===== src/hw/blt_defs.svh =====
// constants for the block-transfer control register bank
`ifndef BLT_DEFS_SVH
`define BLT_DEFS_SVH

`define BLT_AW        16
`define BLT_PW        21
`define BLT_CW        10
`define BLT_OFS_CTRL  16'h8000
`define BLT_OFS_STAT  16'h8004
`define BLT_OFS_SRC   16'h800C
`define BLT_OFS_DST   16'h8010
`define BLT_OFS_ROW   16'h8014
`define BLT_OFS_WID   16'h8018
`define BLT_OFS_HGT   16'h801C
`define BLT_BIT_EN    0
`define BLT_BIT_SLIN  16
`define BLT_BIT_DLIN  17
`define BLT_BIT_DEPTH 18
`define BLT_BIT_BUSY  0
`define BLT_STEP8     21'h000001
`define BLT_STEP16    21'h000002
`define BLT_RST_WORD  32'h00000000
`define BLT_RST_PTR   21'h000000
`define BLT_RST_CNT   10'h000
`define BLT_ONE_CNT   10'h001

`endif


===== src/hw/blt_pkg.sv =====
// types shared by the block-transfer engine files
package blt_pkg;
  typedef enum logic {BLT_IDLE, BLT_RUN} blt_state_t;
  typedef logic [20:0] blt_ptr_t;
  typedef logic [9:0]  blt_cnt_t;
endpackage


===== src/hw/blt_ctrl.sv =====
// block-transfer control register bank with address walker
//
// The implementer's own choice: the strobed register port.
`timescale 1ns/10ps
`default_nettype none
`include "blt_defs.svh"

module blt_ctrl (
  input  wire logic        ref_clk_i,
  input  wire logic        rst_n_i,
  input  wire logic [15:0] addr_i,
  input  wire logic [31:0] wdata_i,
  input  wire logic        wr_i,
  input  wire logic        rd_i,
  output logic      [31:0] rdata_o,
  output logic             busy_o,
  output logic      [20:0] src_addr_o,
  output logic      [20:0] dst_addr_o
);
  import blt_pkg::*;

  // ---------------------------------------------------------------
  // decode
  // ---------------------------------------------------------------
  function automatic logic hit(input logic [15:0] a, input logic [15:0] ofs);
    hit = (a == ofs);
  endfunction

  function automatic blt_ptr_t step_of(input logic depth);
    step_of = depth ? `BLT_STEP16 : `BLT_STEP8;
  endfunction

  logic       wr_ctrl_w;
  logic       start_w;
  blt_state_t state_r;
  blt_state_t state_nxt;
  logic       depth_r;
  logic       slin_r;
  logic       dlin_r;
  blt_ptr_t   src_base_r;
  blt_ptr_t   dst_base_r;
  blt_ptr_t   row_ofs_r;
  blt_cnt_t   wid_r;
  blt_cnt_t   hgt_r;
  blt_cnt_t   col_r;
  blt_cnt_t   line_r;
  blt_cnt_t   col_nxt;
  blt_cnt_t   line_nxt;
  logic       run_w;
  logic       row_end_w;
  logic       last_w;
  blt_ptr_t   step_w;
  logic [31:0] rd_mux_w;
  blt_ptr_t   src_row_w;
  blt_ptr_t   dst_row_w;

  assign wr_ctrl_w = wr_i && hit(addr_i, `BLT_OFS_CTRL);
  assign start_w   = wr_ctrl_w && wdata_i[`BLT_BIT_EN] && (state_r == BLT_IDLE);
  assign run_w     = (state_r == BLT_RUN);
  assign row_end_w = run_w && (col_r == wid_r - `BLT_ONE_CNT);
  assign last_w    = row_end_w && (line_r == hgt_r - `BLT_ONE_CNT);
  assign step_w    = step_of(depth_r);
  assign col_nxt   = start_w ? `BLT_RST_CNT : (row_end_w ? `BLT_RST_CNT : (run_w ? col_r + `BLT_ONE_CNT : col_r));
  assign line_nxt  = start_w ? `BLT_RST_CNT : (row_end_w ? line_r + `BLT_ONE_CNT : line_r);
  assign state_nxt = start_w ? BLT_RUN : (last_w ? BLT_IDLE : state_r);

  // ---------------------------------------------------------------
  // read mux
  // ---------------------------------------------------------------
  // enable bit is write only and always reads back zero
  assign rd_mux_w =
    hit(addr_i, `BLT_OFS_CTRL) ? {13'h0000, depth_r, dlin_r, slin_r, 16'h0000} :
    hit(addr_i, `BLT_OFS_STAT) ? {31'h00000000, run_w} :
    hit(addr_i, `BLT_OFS_SRC)  ? {11'h000, src_base_r} :
    hit(addr_i, `BLT_OFS_DST)  ? {11'h000, dst_base_r} :
    hit(addr_i, `BLT_OFS_ROW)  ? {11'h000, row_ofs_r} :
    hit(addr_i, `BLT_OFS_WID)  ? {22'h000000, wid_r} :
    hit(addr_i, `BLT_OFS_HGT)  ? {22'h000000, hgt_r} : `BLT_RST_WORD;

  // ---------------------------------------------------------------
  // registers
  // ---------------------------------------------------------------
  always_ff @(posedge ref_clk_i or negedge rst_n_i) begin
    if (!rst_n_i) begin
      depth_r    <= 1'b0;
      slin_r     <= 1'b0;
      dlin_r     <= 1'b0;
      src_base_r <= `BLT_RST_PTR;
      dst_base_r <= `BLT_RST_PTR;
      row_ofs_r  <= `BLT_RST_PTR;
      wid_r      <= `BLT_RST_CNT;
      hgt_r      <= `BLT_RST_CNT;
      rdata_o    <= `BLT_RST_WORD;
    end else begin
      if (wr_ctrl_w) begin
        depth_r <= wdata_i[`BLT_BIT_DEPTH];
        dlin_r  <= wdata_i[`BLT_BIT_DLIN];
        slin_r  <= wdata_i[`BLT_BIT_SLIN];
      end
      if (wr_i && hit(addr_i, `BLT_OFS_SRC)) src_base_r <= wdata_i[20:0];
      if (wr_i && hit(addr_i, `BLT_OFS_DST)) dst_base_r <= wdata_i[20:0];
      if (wr_i && hit(addr_i, `BLT_OFS_ROW)) row_ofs_r  <= wdata_i[20:0];
      if (wr_i && hit(addr_i, `BLT_OFS_WID)) wid_r      <= wdata_i[9:0];
      if (wr_i && hit(addr_i, `BLT_OFS_HGT)) hgt_r      <= wdata_i[9:0];
      rdata_o <= rd_i ? rd_mux_w : `BLT_RST_WORD;
    end
  end

  // ---------------------------------------------------------------
  // walker
  // ---------------------------------------------------------------
  always_ff @(posedge ref_clk_i or negedge rst_n_i) begin
    if (!rst_n_i) begin
      state_r <= BLT_IDLE;
      busy_o  <= 1'b0;
      col_r   <= `BLT_RST_CNT;
      line_r  <= `BLT_RST_CNT;
    end else begin
      state_r <= state_nxt;
      busy_o  <= (state_nxt == BLT_RUN);
      col_r   <= col_nxt;
      line_r  <= line_nxt;
    end
  end

  blt_ptr u_src (
    .ref_clk_i (ref_clk_i),
    .rst_n_i   (rst_n_i),
    .load_i    (start_w),
    .base_i    (src_base_r),
    .adv_i     (run_w),
    .row_end_i (row_end_w),
    .linear_i  (slin_r),
    .step_i    (step_w),
    .offset_i  (row_ofs_r),
    .ptr_o     (src_addr_o),
    .row_o     (src_row_w)
  );

  blt_ptr u_dst (
    .ref_clk_i (ref_clk_i),
    .rst_n_i   (rst_n_i),
    .load_i    (start_w),
    .base_i    (dst_base_r),
    .adv_i     (run_w),
    .row_end_i (row_end_w),
    .linear_i  (dlin_r),
    .step_i    (step_w),
    .offset_i  (row_ofs_r),
    .ptr_o     (dst_addr_o),
    .row_o     (dst_row_w)
  );

  // ---------------------------------------------------------------
  // checks
  // ---------------------------------------------------------------
  property p_start;
    @(posedge ref_clk_i) disable iff (!rst_n_i)
    (wr_i && addr_i == `BLT_OFS_CTRL && wdata_i[`BLT_BIT_EN] && !busy_o && !run_w)
      |=> busy_o && src_addr_o == $past(src_base_r) && dst_addr_o == $past(dst_base_r);
  endproperty
  a_start: assert property (p_start) else $error("start write did not begin transfer");

  property p_ctrl_rd;
    @(posedge ref_clk_i) disable iff (!rst_n_i)
    (rd_i && addr_i == `BLT_OFS_CTRL) |=> rdata_o[15:0] == 16'h0000 && rdata_o[31:19] == 13'h0000
      && rdata_o[`BLT_BIT_DEPTH] == $past(depth_r) && rdata_o[`BLT_BIT_DLIN] == $past(dlin_r)
      && rdata_o[`BLT_BIT_SLIN] == $past(slin_r);
  endproperty
  a_ctrl_rd: assert property (p_ctrl_rd) else $error("control readback wrong");

  property p_stat_rd;
    @(posedge ref_clk_i) disable iff (!rst_n_i)
    (rd_i && addr_i == `BLT_OFS_STAT) |=> rdata_o == {31'h00000000, $past(busy_o)};
  endproperty
  a_stat_rd: assert property (p_stat_rd) else $error("status busy bit wrong");

  property p_unmapped;
    @(posedge ref_clk_i) disable iff (!rst_n_i)
    (rd_i && addr_i[15] == 1'b0) |=> rdata_o == 32'h00000000;
  endproperty
  a_unmapped: assert property (p_unmapped) else $error("read outside bank not zero");

  property p_step8;
    @(posedge ref_clk_i) disable iff (!rst_n_i)
    (run_w && !row_end_w && !depth_r) |=> src_addr_o == $past(src_addr_o) + `BLT_STEP8;
  endproperty
  a_step8: assert property (p_step8) else $error("8 bpp step wrong");

  property p_step16;
    @(posedge ref_clk_i) disable iff (!rst_n_i)
    (run_w && !row_end_w && depth_r) |=> dst_addr_o == $past(dst_addr_o) + `BLT_STEP16;
  endproperty
  a_step16: assert property (p_step16) else $error("16 bpp step wrong");

  property p_dst_lin;
    @(posedge ref_clk_i) disable iff (!rst_n_i)
    (row_end_w && !last_w && dlin_r) |=> dst_addr_o == $past(dst_addr_o) + $past(step_w);
  endproperty
  a_dst_lin: assert property (p_dst_lin) else $error("linear destination not packed");

  property p_dst_rect;
    @(posedge ref_clk_i) disable iff (!rst_n_i)
    (row_end_w && !last_w && !dlin_r) |=> dst_addr_o == $past(dst_row_w) + $past(row_ofs_r);
  endproperty
  a_dst_rect: assert property (p_dst_rect) else $error("rectangular destination wrap wrong");

  property p_src_rect;
    @(posedge ref_clk_i) disable iff (!rst_n_i)
    (row_end_w && !last_w && !slin_r) |=> src_addr_o == $past(src_row_w) + $past(row_ofs_r);
  endproperty
  a_src_rect: assert property (p_src_rect) else $error("rectangular source wrap wrong");

  property p_src_lin;
    @(posedge ref_clk_i) disable iff (!rst_n_i)
    (row_end_w && !last_w && slin_r) |=> src_addr_o == $past(src_addr_o) + $past(step_w);
  endproperty
  a_src_lin: assert property (p_src_lin) else $error("linear source not continued");

  property p_done;
    @(posedge ref_clk_i) disable iff (!rst_n_i)
    last_w |=> !busy_o;
  endproperty
  a_done: assert property (p_done) else $error("busy stayed after last pixel");
endmodule

`default_nettype wire


===== src/hw/blt_ptr.sv =====
// address pointer with row-end update in rectangular or linear mode
`timescale 1ns/10ps
`default_nettype none
`include "blt_defs.svh"

module blt_ptr (
  input  wire logic            ref_clk_i,
  input  wire logic            rst_n_i,
  input  wire logic            load_i,
  input  wire blt_pkg::blt_ptr_t base_i,
  input  wire logic            adv_i,
  input  wire logic            row_end_i,
  input  wire logic            linear_i,
  input  wire blt_pkg::blt_ptr_t step_i,
  input  wire blt_pkg::blt_ptr_t offset_i,
  output logic                 [20:0] ptr_o,
  output logic                 [20:0] row_o
);
  import blt_pkg::*;

  blt_ptr_t ptr_r;
  blt_ptr_t row_r;
  blt_ptr_t ptr_nxt;
  blt_ptr_t row_nxt;
  blt_ptr_t seq_w;
  blt_ptr_t wrap_w;

  assign seq_w   = ptr_r + step_i;
  // linear packs rows back to back, rectangular jumps by the row offset
  assign wrap_w  = linear_i ? seq_w : (row_r + offset_i);
  assign ptr_nxt = load_i ? base_i : (adv_i ? (row_end_i ? wrap_w : seq_w) : ptr_r);
  assign row_nxt = load_i ? base_i : ((adv_i && row_end_i) ? wrap_w : row_r);

  always_ff @(posedge ref_clk_i or negedge rst_n_i) begin
    if (!rst_n_i) begin
      ptr_r <= `BLT_RST_PTR;
      row_r <= `BLT_RST_PTR;
    end else begin
      ptr_r <= ptr_nxt;
      row_r <= row_nxt;
    end
  end

  assign ptr_o = ptr_r;
  assign row_o = row_r;
endmodule

`default_nettype wire

===== config.mk =====
export PLATFORM = sky130hd
export DESIGN_NAME = blt_ctrl
export DESIGN_NICKNAME = d
export VERILOG_FILES = /design/src/hw/blt_pkg.sv /design/src/hw/blt_ctrl.sv /design/src/hw/blt_ptr.sv
export VERILOG_INCLUDE_DIRS = /design/src /design/src/hw
export SDC_FILE = /design/constraint.sdc
export NUM_CORES = 1
export LEC_CHECK = 0
export BUFFER_PORTS_ARGS = -buffer_cell sky130_fd_sc_hd__buf_4
export CORE_MARGIN = 4
export CORE_UTILIZATION = 35
export DETAILED_ROUTE_END_ITERATION = 12
export HOLD_SLACK_MARGIN = 0.03
export PLACE_DENSITY_LB_ADDON = 0.15
export SLEW_MARGIN = 20
export SYNTH_ARGS = -nofsm -noshare
export SYNTH_HDL_FRONTEND = slang
export SYNTH_SLANG_ARGS = --single-unit

===== constraint.sdc =====
create_clock -name ref_clk_i -period 2.8 [get_ports ref_clk_i]
set_input_delay 0.42 -clock ref_clk_i [delete_from_list [all_inputs] [get_ports ref_clk_i]]
set_output_delay 0.42 -clock ref_clk_i [all_outputs]
set_load 0.03 [all_outputs]

==> out/results.ini <==
[status]
status = finished, final reports clean

[detailed_routing]
drt_iter0_drc = 1057
drcViolationCount = 0
drtPass1Iterations = 6
vias = 12217
routed_wl_um = 49500
wl_per_cell_um = 23.3
routed_via_density = 5.76
ant_nets = 0

[worst_hold_path]
min_path_cells = 2
min_path_type = in -> reg

[global_routing]
grt-ovfl-total = 0
grt_pass1_wl_um = 74200
antenna_found_initial = 2
grt_pass1_vias = 11997
grt_usage_pct = 23.0
grt_max_degree = 69

[placement]
post_dp_cell_area_mm2 = 0.0157
port_buffers = 104
gp_congestion = 0.922
dp_hpwl_um = 36800

[timing]
rsz0062_at_grt = yes
hold_viol = 0
post-route-period-util_pct = 98.9
min_period_ps = 2770
finalMaxSlewViolations = 0
clock_skew_ps = 13.6
setup-violations-final = 0
relSlewSlack_pct = 36.5
whs_ps = 131
max_clock_freq_mhz = 361
tightest_slew_ps = 944

[floorplanning]
core_mm2 = 0.0378
initial_utilization_pct = 35.6
io_pins = 127
die_h_um = 204
std_cell_rows = 71
die_area_mm2 = 0.0417
die_w_um = 204

[worst_setup_path]
cp-start-kind = flip-flop
crit_arrival_ps = 3190
crit_type = reg -> reg
critPathRequiredTime_ps = 3220
ff2ff_path_depth = 11
crit_fanout = 4
end_kind = flip-flop

[logic_synthesis]
ys_ff_latch = 212
synthCells = 1393
yosysWarnings = 0
synth_edf_count = 0
async_flop_share_pct = 100
synth_ff_type = dfrtp_1
avgSynthCellArea_um2 = 9.67
ys_seq_area_share_pct = 39.4
synthesis.area_mm2 = 0.0135
ys_types = 83

[clocking]
numCtsBuffers = 27
cts-root-buf = clkbuf_16
clk_latency_ps = 550
clock_sinks = 212
clkTransAtPathRegs_ps = 60
clockBufferDepth = 3
htree_levels = 1
cts_tree = built

[layout]
post-route-util_pct = 44.9
antenna_cells = 0
fillers = 3687
finalNetCount = 1693
drive_gt1_share_pct = 27.3
multi_input_area_mm2 = 0.00802
stdcell_area_mm2 = 0.0170
area_growth_pct = 26.2
seq_area_mm2 = 0.00531

[power_and_ir_drop]
power_leakage_nw = 7.90
cellPowerDensity_mw_per_mm2 = 422
peakVddDrop_v = 0.000300

[flow_run]
cap_violations = 0

-- synthesized netlist by cell type (10+ instances only) --
cell / instances / area (um2)
dfrtp_1: 212 / 5310
nand2_1: 119 / 447
mux2_2: 87 / 980
nor2_1: 79 / 297
a21oi_1: 72 / 360
a21o_1: 68 / 510
o21ai_0: 59 / 295
nand3_1: 52 / 260
ha_1: 48 / 601
clkbuf_1: 46 / 173
xnor2_1: 44 / 385
nor3_1: 37 / 185
xor2_1: 36 / 315
a22oi_1: 24 / 180
nand4_1: 24 / 150
inv_1: 23 / 86.3
a221o_1: 22 / 220
a222oi_1: 21 / 210
and3_1: 20 / 125
buf_2: 19 / 95.1
a22o_1: 15 / 131
nor2b_1: 15 / 93.8
buf_4: 14 / 105
mux2i_1: 14 / 140
nor4_1: 14 / 87.6
a211o_1: 12 / 105
a211oi_1: 12 / 90.1
a31oi_1: 12 / 75.1
o211ai_1: 11 / 82.6
or3_1: 11 / 68.8
nand2b_1: 10 / 62.6
o31ai_1: 10 / 75.1
-- critical path, cell delays in order, from the launching register on --
cell and delay (ps):
dfrtp_1 380, ha_2 200, fa_2 340, a21o_1 200, a221oi_2 220, buf_4 180
a211oi_2 80, o2111a_1 280, a2111oi_4 290, buf_4 170, a211oi_2 40, a221o_1 270
-- cells by family (layout without fill, tap and decap cells) --
group	Yosys count	in the layout	share of synthesized area, %
buffers and inverters	109	314	3.60
other	1	11	0.0278
muxes	101	101	8.31
and+or+nand+nor	437	437	16.9
xor gates and xnor gates	80	80	5.20
AOI/OAI and AO/OA	401	402	21.5
DFF	212	212	39.4
adders and majority gates	52	52	5.05
-- placed cells by master, fill, tap and decap left out, drive strengths merged, types with 11 or more instances in the layout --
cell type	Yosys	final
mux2	87	87
clkbuf	46	37
a211oi	12	12
mux2i	14	14
inv	24	24
ha	48	48
nor2	79	79
o21ai	61	61
nand4	26	26
buf	39	240
nor4	17	17
nand2	120	120
nand3	52	52
and3	20	20
xnor2	44	44
a22oi	24	24
xor2	36	36
or3	11	11
a222oi	21	21
a221o	22	22
a21o	68	68
a22o	15	15
a31oi	12	12
nor2b	15	15
nor3	39	39
a21oi	73	74
a211o	12	12
o211ai	11	11
conb	1	11
dfrtp	212	212
-- registers in the layout, summed over array words and instances, names as in the netlist, 21 cells and up --
signal,cells
u_dst.row_o,21
u_src.row_o,21
u_dst.ptr_o,21
row_ofs_r,21
src_base_r,21
rdata_o,21
dst_base_r,21
u_src.ptr_o,21
-- report_power, final --
group	switching (mW)	internal, mW
Clock	1.40	2.47
Sequential	0.00619	3.07
Combinational	0.153	0.0696
Total	1.56	5.61
-- worst paths after layout --
check / start / end / slack, ps
min in group asynchronous: rst_n_i / wid_r[4] / 370
max reg2reg: row_ofs_r[0] / u_src.row_o[12] / 30
max: row_ofs_r[0] / u_src.row_o[12] / 30
min: wdata_i[14] / dst_base_r[14] / 130
max in group asynchronous: rst_n_i / depth_r / 1690
min reg2reg: u_dst.row_o[18] / u_dst.row_o[18] / 480
-- what timing repair did --
item,CTS,global route
pin swaps,5,14
endpoints found under the setup margin,17,58
buffers inserted,0,6
endpoints found under the hold margin,44,0
hold buffers,1,0
resized for setup,22,33
cloned,0,1
-- final cells by class --
| class | instances | area share (%) |
|---|---|---|
| Clock buffer | 37 | 4.55 |
| Clock inverter | 12 | 1.28 |
| Inverter | 24 | 0.530 |
| Multi-Input combinational cell | 1083 | 47.2 |
| Sequential cell | 212 | 31.2 |
| Tap cell | 511 | 3.76 |
| Timing Repair Buffer | 241 | 11.5 |
-- metrics by stage --
stage               power [mW]  instances  setup WS (ps)  TNS, ps
floorplan                 3.20       1403           68.6        0
global placement          3.35       2063           -179     -990
detailed placement        3.36       2063           -198     -973
CTS                       7.25       2113          -47.0    -47.0
global route              7.39       2120          -86.6     -183
finish                    7.17       2120           31.7        0
-- layer usage --
metal  track usage [%]  routed length, um
met1              33.3              23000
met4              6.01               1150
met2              37.0              22700
met3              2.44               2710
met5                 0                  0
(Power assumes the default switching activity.)
